==> src/efb_pkg.sv <==
package efb_pkg;

  // bank width default and the widest bank one data word can show
  localparam int unsigned EFB_WIDTH_DEF = 8;
  localparam int unsigned EFB_WIDTH_MAX = 32;

  // register bus geometry
  localparam int unsigned EFB_ADDR_W = 4;
  localparam int unsigned EFB_DATA_W = 32;

  // register byte offsets
  localparam logic [3:0] EFB_ADDR_CTRL = 4'h0; // bank_ctrl
  localparam logic [3:0] EFB_ADDR_STATE = 4'h4; // bank_state
  localparam logic [3:0] EFB_ADDR_KNOWN = 4'h8; // bank_known
  localparam logic [3:0] EFB_ADDR_STATUS = 4'hC; // bank_status

  // bank_status field positions
  localparam int unsigned EFB_STAT_UNSTABLE = 0;
  localparam int unsigned EFB_STAT_CLK = 1;

  // axi response codes
  localparam logic [1:0] EFB_RESP_OKAY = 2'h0;
  localparam logic [1:0] EFB_RESP_SLVERR = 2'h2;

  // bank variant, held in bank_ctrl bits 1:0
  typedef enum logic [1:0] {
    EFB_RISE_D = 2'b00,  // rising_d_bank
    EFB_FALL_JK = 2'b01, // falling_jk_bank
    EFB_DUAL_D = 2'b10,  // dual_edge_d_bank
    EFB_DUAL_JK = 2'b11  // dual_edge_jk_bank
  } efb_variant_t;

  localparam efb_variant_t EFB_CTRL_RESET = EFB_RISE_D;

  // read channel state
  typedef enum logic [0:0] {
    EFB_RD_IDLE = 1'b0, // waiting for an address
    EFB_RD_RESP = 1'b1  // data offered
  } efb_rd_state_t;

  // next value of one j-k bit on an active edge
  function automatic logic efb_jk_next(input logic q, input logic j,
                                       input logic k);
    logic r;
    r = q;
    case ({j, k})
      2'b00: r = q;     // hold
      2'b01: r = 1'b0;  // clear
      2'b10: r = 1'b1;  // set
      default: r = ~q;  // toggle
    endcase
    return r;
  endfunction : efb_jk_next

  // whether the j-k action leaves a bit with a known value
  function automatic logic efb_jk_known(input logic kn, input logic j,
                                        input logic k);
    return (j ^ k) | kn;
  endfunction : efb_jk_known

endpackage : efb_pkg

==> src/efb_reg_if.sv <==
`timescale 1ns/1ps
// register access strobes between bus slave and bank
interface efb_reg_if;
  import efb_pkg::*;
  logic wr_en;                     // one-cycle write strobe
  logic [EFB_ADDR_W-1:0] wr_addr;  // write byte address
  logic [EFB_DATA_W-1:0] wr_data;  // write data
  logic [3:0] wr_strb;             // write byte enables
  logic wr_err;                    // write hit no register
  logic rd_en;                     // one-cycle read strobe
  logic [EFB_ADDR_W-1:0] rd_addr;  // read byte address
  logic [EFB_DATA_W-1:0] rd_data;  // read data, same cycle
  logic rd_err;                    // read hit no register

  modport slave (
    output wr_en, wr_addr, wr_data, wr_strb, rd_en, rd_addr,
    input wr_err, rd_data, rd_err
  );
  modport regs (
    input wr_en, wr_addr, wr_data, wr_strb, rd_en, rd_addr,
    output wr_err, rd_data, rd_err
  );
endinterface : efb_reg_if

==> src/efb_axil_slave.sv <==
`timescale 1ns/1ps
// axi4-lite slave turning bus traffic into register strobes
module efb_axil_slave
  import efb_pkg::*;
(
  input wire logic clk, // system clock
  input wire logic rst_n, // sync reset, active low
  input wire logic [efb_pkg::EFB_ADDR_W-1:0] s_awaddr, // write address
  input wire logic s_awvalid, // write address valid
  output logic s_awready, // write address ready
  input wire logic [efb_pkg::EFB_DATA_W-1:0] s_wdata, // write data
  input wire logic [3:0] s_wstrb, // write strobes
  input wire logic s_wvalid, // write data valid
  output logic s_wready, // write data ready
  output logic [1:0] s_bresp, // write response
  output logic s_bvalid, // write response valid
  input wire logic s_bready, // write response ready
  input wire logic [efb_pkg::EFB_ADDR_W-1:0] s_araddr, // read address
  input wire logic s_arvalid, // read address valid
  output logic s_arready, // read address ready
  output logic [efb_pkg::EFB_DATA_W-1:0] s_rdata, // read data
  output logic [1:0] s_rresp, // read response
  output logic s_rvalid, // read data valid
  input wire logic s_rready, // read data ready
  efb_reg_if.slave regs // register strobes
);
  import efb_pkg::*;

  logic aw_have_q, aw_have_d; // write address held
  logic w_have_q, w_have_d; // write data held
  logic [EFB_ADDR_W-1:0] awaddr_q, awaddr_d; // held address
  logic [EFB_DATA_W-1:0] wdata_q, wdata_d; // held data
  logic [3:0] wstrb_q, wstrb_d; // held strobes
  logic bvalid_q, bvalid_d; // response pending
  logic [1:0] bresp_q, bresp_d; // response code
  efb_rd_state_t rd_q, rd_d; // read channel state
  logic [EFB_DATA_W-1:0] rdata_q, rdata_d; // read data out
  logic [1:0] rresp_q, rresp_d; // read response code
  logic do_wr; // commit write this cycle
  logic ar_take; // read address taken

  // channel readies and strobes
  always_comb begin
    s_awready = ~aw_have_q;
    s_wready = ~w_have_q;
    s_arready = (rd_q == EFB_RD_IDLE);
    do_wr = aw_have_q & w_have_q & ~bvalid_q;
    ar_take = s_arvalid & s_arready;
    regs.wr_en = do_wr;
    regs.wr_addr = awaddr_q;
    regs.wr_data = wdata_q;
    regs.wr_strb = wstrb_q;
    regs.rd_en = ar_take;
    regs.rd_addr = s_araddr;
  end

  // next values of both channels
  always_comb begin
    aw_have_d = aw_have_q;
    w_have_d = w_have_q;
    awaddr_d = awaddr_q;
    wdata_d = wdata_q;
    wstrb_d = wstrb_q;
    bvalid_d = bvalid_q;
    bresp_d = bresp_q;
    rd_d = rd_q;
    rdata_d = rdata_q;
    rresp_d = rresp_q;
    if (s_awvalid && s_awready) begin // capture address
      aw_have_d = 1'b1;
      awaddr_d = s_awaddr;
    end
    if (s_wvalid && s_wready) begin // capture data
      w_have_d = 1'b1;
      wdata_d = s_wdata;
      wstrb_d = s_wstrb;
    end
    if (s_bvalid && s_bready) begin // response taken
      bvalid_d = 1'b0;
    end
    if (do_wr) begin // write done, answer next cycle
      aw_have_d = 1'b0;
      w_have_d = 1'b0;
      bvalid_d = 1'b1;
      bresp_d = regs.wr_err ? EFB_RESP_SLVERR : EFB_RESP_OKAY;
    end
    case (rd_q)
      EFB_RD_IDLE: begin
        if (ar_take) begin // sample data with the address
          rd_d = EFB_RD_RESP;
          rdata_d = regs.rd_data;
          rresp_d = regs.rd_err ? EFB_RESP_SLVERR : EFB_RESP_OKAY;
        end
      end
      EFB_RD_RESP: begin
        if (s_rready) begin // data taken
          rd_d = EFB_RD_IDLE;
        end
      end
      default: rd_d = EFB_RD_IDLE;
    endcase
  end

  // registers of both channels
  always_ff @(posedge clk) begin
    if (!rst_n) begin
      aw_have_q <= 1'b0;
      w_have_q <= 1'b0;
      awaddr_q <= '0;
      wdata_q <= '0;
      wstrb_q <= '0;
      bvalid_q <= 1'b0;
      bresp_q <= EFB_RESP_OKAY;
      rd_q <= EFB_RD_IDLE;
      rdata_q <= '0;
      rresp_q <= EFB_RESP_OKAY;
    end else begin
      aw_have_q <= aw_have_d;
      w_have_q <= w_have_d;
      awaddr_q <= awaddr_d;
      wdata_q <= wdata_d;
      wstrb_q <= wstrb_d;
      bvalid_q <= bvalid_d;
      bresp_q <= bresp_d;
      rd_q <= rd_d;
      rdata_q <= rdata_d;
      rresp_q <= rresp_d;
    end
  end

  assign s_bvalid = bvalid_q;
  assign s_bresp = bresp_q;
  assign s_rvalid = (rd_q == EFB_RD_RESP);
  assign s_rdata = rdata_q;
  assign s_rresp = rresp_q;

endmodule : efb_axil_slave

==> src/efb_bank.sv <==
// Our own choices: the AXI4-Lite interface to the registers and the address map.
`timescale 1ns/1ps
// Contract
// - d bank loads only on rising bank clock
// - jk bank acts only on falling bank clock
// - dual banks act on selected edges
// - width parameter, shared preset, clear, clock
// - one rise and fall enable for all
// - clear forces zero, preset forces one
// - both low drive both outputs high
// - d loads on rise, holds when static
// - jk hold, clear, set, toggle on fall
// - dual d loads on enabled edges only
// - dual jk acts on enabled edges only
// - bits unknown until preset, clear, d load or jk set or clear
module efb_bank
  import efb_pkg::*;
#(
  parameter int unsigned N = efb_pkg::EFB_WIDTH_DEF // bank width
) (
  input wire logic clk, // system clock
  input wire logic rst_n, // sync reset, active low
  input wire logic [efb_pkg::EFB_ADDR_W-1:0] s_awaddr, // write address
  input wire logic s_awvalid, // write address valid
  output logic s_awready, // write address ready
  input wire logic [efb_pkg::EFB_DATA_W-1:0] s_wdata, // write data
  input wire logic [3:0] s_wstrb, // write strobes
  input wire logic s_wvalid, // write data valid
  output logic s_wready, // write data ready
  output logic [1:0] s_bresp, // write response
  output logic s_bvalid, // write response valid
  input wire logic s_bready, // write response ready
  input wire logic [efb_pkg::EFB_ADDR_W-1:0] s_araddr, // read address
  input wire logic s_arvalid, // read address valid
  output logic s_arready, // read address ready
  output logic [efb_pkg::EFB_DATA_W-1:0] s_rdata, // read data
  output logic [1:0] s_rresp, // read response
  output logic s_rvalid, // read data valid
  input wire logic s_rready, // read data ready
  input wire logic bank_clock, // shared bank clock, sampled
  input wire logic async_preset_n, // shared preset, active low
  input wire logic async_clear_n, // shared clear, active low
  input wire logic rise_edge_enable, // dual banks: act on rise
  input wire logic fall_edge_enable, // dual banks: act on fall
  input wire logic [N-1:0] d_in, // d inputs
  input wire logic [N-1:0] j_in, // j inputs
  input wire logic [N-1:0] k_in, // k inputs
  output logic [N-1:0] q_out, // true outputs
  output logic [N-1:0] q_n_out, // complementary outputs
  output logic [N-1:0] bit_known, // bit holds a defined value
  output logic unstable // preset and clear both low
);
  import efb_pkg::*;

  // refuse widths the bank_state word cannot show
  if (N < 1 || N > EFB_WIDTH_MAX) begin : g_bad_width
    $error("efb_bank: N must lie in 1..32");
  end

  efb_reg_if regs (); // strobes from the bus slave

  efb_variant_t ctrl_q, ctrl_d; // selected bank variant
  logic [N-1:0] state_q, state_d; // stored bits
  logic [N-1:0] known_q, known_d; // bits with a defined value
  logic clk_prev_q, clk_prev_d; // bank clock one cycle back
  logic prev_ok_q, prev_ok_d; // clk_prev_q is meaningful
  logic clk_rise; // bank clock rose this cycle
  logic clk_fall; // bank clock fell this cycle
  logic fire; // active edge for selected variant
  logic is_jk; // variant uses j-k inputs
  logic pre_on; // preset alone asserted
  logic clr_on; // clear alone asserted
  logic both_on; // preset and clear together
  logic [N-1:0] q_view; // true output after preset and clear overrides
  logic [EFB_DATA_W-1:0] word_state; // state zero-extended
  logic [EFB_DATA_W-1:0] word_known; // known mask zero-extended

  // bus slave front end
  efb_axil_slave u_slave (
    .clk(clk),
    .rst_n(rst_n),
    .s_awaddr(s_awaddr),
    .s_awvalid(s_awvalid),
    .s_awready(s_awready),
    .s_wdata(s_wdata),
    .s_wstrb(s_wstrb),
    .s_wvalid(s_wvalid),
    .s_wready(s_wready),
    .s_bresp(s_bresp),
    .s_bvalid(s_bvalid),
    .s_bready(s_bready),
    .s_araddr(s_araddr),
    .s_arvalid(s_arvalid),
    .s_arready(s_arready),
    .s_rdata(s_rdata),
    .s_rresp(s_rresp),
    .s_rvalid(s_rvalid),
    .s_rready(s_rready),
    .regs(regs.slave)
  );

  // preset and clear decode, shared by every bit
  always_comb begin
    both_on = ~async_preset_n & ~async_clear_n;
    clr_on = async_preset_n & ~async_clear_n;
    pre_on = ~async_preset_n & async_clear_n;
  end

  // edge detect on the sampled bank clock
  always_comb begin
    clk_rise = prev_ok_q & bank_clock & ~clk_prev_q;
    clk_fall = prev_ok_q & ~bank_clock & clk_prev_q;
    is_jk = (ctrl_q == EFB_FALL_JK) || (ctrl_q == EFB_DUAL_JK);
    case (ctrl_q)
      EFB_RISE_D: fire = clk_rise;
      EFB_FALL_JK: fire = clk_fall;
      EFB_DUAL_D, EFB_DUAL_JK: begin
        fire = (clk_rise & rise_edge_enable) |
               (clk_fall & fall_edge_enable);
      end
      default: fire = 1'b0;
    endcase
  end

  // next value of stored bits and known mask
  always_comb begin
    state_d = state_q;
    known_d = known_q;
    clk_prev_d = bank_clock;
    prev_ok_d = 1'b1;
    if (both_on) begin // unstable: value lost on release
      known_d = '0;
    end else if (clr_on) begin // forced low
      state_d = '0;
      known_d = '1;
    end else if (pre_on) begin // forced high
      state_d = '1;
      known_d = '1;
    end else if (fire) begin // active edge, static clock holds
      for (int i = 0; i < N; i++) begin
        if (is_jk) begin
          state_d[i] = efb_jk_next(state_q[i], j_in[i], k_in[i]);
          known_d[i] = efb_jk_known(known_q[i], j_in[i], k_in[i]);
        end else begin
          state_d[i] = d_in[i];
          known_d[i] = 1'b1;
        end
      end
    end
  end

  // bank_ctrl write
  always_comb begin
    ctrl_d = ctrl_q;
    if (regs.wr_en && regs.wr_addr == EFB_ADDR_CTRL &&
        regs.wr_strb[0]) begin
      ctrl_d = efb_variant_t'(regs.wr_data[1:0]);
    end
  end

  // write decode: unmapped offsets answer with an error
  always_comb begin
    case (regs.wr_addr)
      EFB_ADDR_CTRL, EFB_ADDR_STATE,
      EFB_ADDR_KNOWN, EFB_ADDR_STATUS: regs.wr_err = 1'b0;
      default: regs.wr_err = 1'b1;
    endcase
  end

  // read mux, narrow fields in the low bits
  always_comb begin
    word_state = '0;
    word_known = '0;
    word_state[N-1:0] = state_q;
    word_known[N-1:0] = known_q;
    regs.rd_data = '0;
    regs.rd_err = 1'b0;
    case (regs.rd_addr)
      EFB_ADDR_CTRL: regs.rd_data[1:0] = ctrl_q;
      EFB_ADDR_STATE: regs.rd_data = word_state;
      EFB_ADDR_KNOWN: regs.rd_data = word_known;
      EFB_ADDR_STATUS: begin // live pin view
        regs.rd_data[EFB_STAT_UNSTABLE] = both_on;
        regs.rd_data[EFB_STAT_CLK] = bank_clock;
      end
      default: regs.rd_err = regs.rd_en; // unmapped, flagged on a read
    endcase
  end

  // state registers
  always_ff @(posedge clk) begin
    if (!rst_n) begin
      ctrl_q <= EFB_CTRL_RESET;
      state_q <= '0;
      known_q <= '0;
      clk_prev_q <= 1'b0;
      prev_ok_q <= 1'b0;
    end else begin
      ctrl_q <= ctrl_d;
      state_q <= state_d;
      known_q <= known_d;
      clk_prev_q <= clk_prev_d;
      prev_ok_q <= prev_ok_d;
    end
  end

  // outputs: preset and clear override without waiting for clk
  always_comb begin
    if (clr_on) begin
      q_view = '0;
    end else if (pre_on || both_on) begin
      q_view = '1;
    end else begin
      q_view = state_q;
    end
    q_out = q_view;
    q_n_out = both_on ? '1 : ~q_view;
    bit_known = (clr_on || pre_on) ? '1 : known_q;
    unstable = both_on;
  end

endmodule : efb_bank

==> config.mk <==
export PLATFORM = sky130hd
export DESIGN_NAME = efb_bank
export DESIGN_NICKNAME = d
export VERILOG_FILES = /design/src/efb_pkg.sv /design/src/efb_reg_if.sv /design/src/efb_axil_slave.sv /design/src/efb_bank.sv
export SDC_FILE = /design/constraint.sdc
export NUM_CORES = 1
export LEC_CHECK = 0
export BUFFER_PORTS_ARGS = -buffer_cell sky130_fd_sc_hd__buf_2
export CORE_ASPECT_RATIO = 1.4
export CORE_MARGIN = 1
export CORE_UTILIZATION = 49
export DETAILED_ROUTE_END_ITERATION = 6
export HOLD_SLACK_MARGIN = 0.02
export PLACE_DENSITY = 0.87
export SLEW_MARGIN = 20
export SYNTH_ARGS = -nofsm -noshare
export SYNTH_HDL_FRONTEND = slang
export SYNTH_SLANG_ARGS = --single-unit
==> constraint.sdc <==
create_clock -name clk -period 2.4 [get_ports clk]
set_clock_uncertainty 0.05 [all_clocks]
set_input_delay 0.12 -clock clk [delete_from_list [all_inputs] [get_ports clk]]
set_output_delay 0.12 -clock clk [all_outputs]
set_load 0.1 [all_outputs]
==> run summary <==
The flow ran to the end, and the final reports show no timing, DRC or antenna violations. Pin count of the biggest net entering global routing: 35. The number of nets still failing antenna checks after routing is 0, and the via density per instance is 5.28.

By area the synthesized netlist is led by sky130_fd_sc_hd__dfxtp_1 30%, sky130_fd_sc_hd__ha_1 8.6%, sky130_fd_sc_hd__buf_4 7.3%. Among the stages of the critical path, the cell type that occurs most often is sky130_fd_sc_hd__buf_2. For the number of instances in the synthesized netlist, the log shows 333.

Setup repair after global routing left no endpoint under its margin. The mean cell area of the mapped netlist is 8.33 sq um. The setup path with the least slack is of type input pin to primary output. Routability-driven placement finished with a final weighted congestion of 0.854. After layout, the worst setup slack is 0.560 ns. The floorplan core area was 5490 sq um. The share of the synthesized area in the top cell type came out at 0.296. In this run the worst path has a maximum fanout of 10. During synthesis, Yosys emitted a total of 0 warnings. The die covers 5970 sq um. The launching point of the worst reg2reg path was clk_prev_q. The area overhead of the layout relative to synthesis is 18.8%.

The maximum vdd drop was 0.000474 V. Across all register-to-register paths, the minimum setup slack is 0.84 ns. At the end of the flow, the number of nets in the layout was 515. The logs give 544 MHz for the maximum clock rate and 5.05 mm for the placed wire-length estimate. The tools report the total clock buffers created by CTS as 5. The end of the worst register-to-register path is state_q[1]. The startpoint of the tightest hold check path was s_bready. At the pin with the least slew margin, the transition time is 0.677 ns. In the final routed layout, each cell accounts on average for 13.5 um.

The count of port buffers added during placement is 86. The die is 91.0 um tall. For the required time of the critical path, the log shows 2.23 ns. The critical path's slowest cell was sky130_fd_sc_hd__buf_2. The fraction of the cycle the final worst path needs was 0.767; the total length of routed wires was 6.56 mm. The tools report the combined global-route utilization of all metal layers as 0.232. 146 I/O pins were placed.

The tool flagged a number of max-cap violations equal to 0. The floorplan die width was 65.6 um. Timing analysis after detailed placement gives a worst setup slack of 0.547 ns. Summing every instance area after synthesis gives 2770 sq um. The number of cells on the worst reg-to-reg path is 4. The path with the worst hold slack has its endpoint at u_slave.s_bvalid. For the worst-skew pair, the clock arrives at the later sink with an insertion delay of 0.30 ns.

The maximum buffer depth of the clock tree came out at 2. Power spread over the standard cell area amounts to 710 nW/um^2. Traced cell by cell, the critical path runs through buf_2 -> inv_1 -> ha_1 -> or2_1 -> nor2_1 -> or3_1 -> buf_2.

Synthesis instantiated 42 different standard cells from the library. The first-pass GRT wire length is 10.8 mm, and the leakage power of the design is 1.62 nW. Root buffer selected by CTS: sky130_fd_sc_hd__clkbuf_8. The post-route total power came out at 2.34 mW. Maximum level of the CTS H-tree: 2. The cell taking the most area after synthesis was sky130_fd_sc_hd__dfxtp_1. The library cell used most frequently in the layout, excluding fill and tap cells, is sky130_fd_sc_hd__buf_2. The relative max-transition margin is 0.547.

The residual DRC count is 0. First-pass iteration count of the detailed router: 4. STA classifies the critical path endpoint as a primary output. The logs give 0 for the number of pins exceeding their max-slew limit in the final report and 0 for the number of hold violations in the final report. In this run, synthesis produced a sequential element count of 41.

The synthesized design contains 0 enable-type register cells. Worst hold path class: input pin to register. For the initial cell density of the core, the log shows 0.506. The most used flip-flop cell after synthesis is sky130_fd_sc_hd__dfxtp_1. For the initial antenna violation count, the log shows 0. Clock-pin slew was measured on the worst setup and hold paths at 0.08 ns. CTS saw 41 sinks. At the worst endpoint, the arrival time is 1.67 ns. The fraction of final layout cells with drive strength greater than 1 is 0.319, and the portion of the post-synthesis area used by sequential elements is 0.296. The total setup violations reported at the end of the flow was 0; the cell count of the worst hold path was 3. The tools report the number of global-route vias before repair as 2497.

The worst setup path is launched from an input pin. The setup TNS is 0 ns, and the proportion of register bits with asynchronous set or reset after synthesis is 0. The number of antenna diodes in the final layout is 0. The library cells used most frequently in the layout, excluding fill and tap cells, are 86 x sky130_fd_sc_hd__buf_2, 41 x sky130_fd_sc_hd__dfxtp_1, 26 x sky130_fd_sc_hd__conb_1.

Final global-route overflow total: 0. The number of DRC markers after the initial detailed-route iteration is 96. In this design, the stage delay of the slowest critical-path cell is 0.42 ns.

The final critical path time including I/O delays and setup came out at 1.84 ns. TritonCTS built the clock tree. In this run the post-CTS setup repair buffer count came out at 0. The logs give 2561 for the number of vias in the routed layout and 32 for the number of standard-cell rows in the floorplan.
-- sequential cells by signal (all words and copies together) (netlist names) --
signal	count
u_slave.regs.wr_addr	4
clk_prev_q	1
u_slave.s_rresp	1
u_slave.regs.wr_data	2
u_slave.regs.wr_strb	1
u_slave.s_bvalid	1
ctrl_q	2
u_slave.aw_have_q	1
prev_ok_q	1
u_slave.s_bresp	1
u_slave.s_rvalid	1
state_q	8
u_slave.s_rdata	8
known_q	8
u_slave.w_have_q	1
-- layer usage --
metal / GRT usage / part of all wire
met2: 0.424 / 0.52
met5: 0 / 0
met1: 0.238 / 0.37
met3: 0.0465 / 0.054
met4: 0.125 / 0.059
-- critical path: cells and delay by family --
| family | cells | cell delay (ns) |
|---|---|---|
| fa+ha+maj | 1 | 0.30 |
| buf+inv | 3 | 0.56 |
| simple gates | 3 | 0.69 |
-- report_power, final --
part | internal [mW] | switching (mW)
sequential | 0.722 | 0.0431
combinational | 0.199 | 0.787
clock | 0.338 | 0.248
-- cells by family after synthesis --
group | count (synthesis) | share of synthesized area
AO/OA/AOI/OAI | 70 | 0.174
adder cells (fa/ha/maj) | 19 | 0.0857
buffers and inverters | 65 | 0.136
flip-flops | 41 | 0.296
multiplexers | 19 | 0.0776
other | 1 | 0.00135
AND/OR/NAND/NOR | 118 | 0.229
-- synthesized netlist by cell type (all sizes together), types with 2 or more instances --
cell	count
buf	34
a31oi	16
a22o	6
or3	8
dfxtp	41
a22oi	8
mux2i	17
o211a	2
nand3b	2
o21ai	17
o31a	8
nor2	29
nand2	19
a21oi	8
clkbuf	7
mux4	2
nand2b	4
inv	23
nor3	9
ha	19
nor2b	25
or2	18
-- area by class of cell --
| type | instances | area (sq um) |
|---|---|---|
| Fill cell | 511 | 2190 |
| Multi-Input combinational cell | 252 | 1690 |
| Sequential cell | 41 | 821 |
| Timing Repair Buffer | 93 | 490 |
| Inverter | 23 | 86.3 |
| Tap cell | 68 | 85.1 |
| Clock buffer | 6 | 82.6 |
| Clock inverter | 2 | 37.5 |
-- timing repair --
item,in CTS,in global routing
endpoints found under the hold margin,3,0
resized for setup,0,0
hold buffers,3,0
-- how the worst max path moves through the flow --
| stage | end | slack [ns] | start | depth (start not counted) |
|---|---|---|---|---|
| after floorplan | q_out[0] | 0.21 | async_preset_n | 6 |
| after global placement | q_n_out[1] | 0.60 | async_preset_n | 7 |
| after detailed placement | q_n_out[7] | 0.55 | async_preset_n | 7 |
| after CTS | q_n_out[7] | 0.55 | async_preset_n | 7 |
| after global routing | q_n_out[7] | 0.41 | async_preset_n | 7 |
| final | q_n_out[7] | 0.56 | async_preset_n | 7 |
-- metrics by stage --
step                      hold WS [ns]  instance area (sq um)  utilization  cells
final                           0.0356                   3290        0.601    485
after global routing            0.0276                   3290        0.601    485
after CTS                       0.0271                   3290        0.601    485
after detailed placement         0.293                   3140        0.573    474
after global placement           0.286                   3140        0.573    474
after floorplan                 0.0977                   2890            -    358
Note: power is estimated with default switching activity, not from simulation.
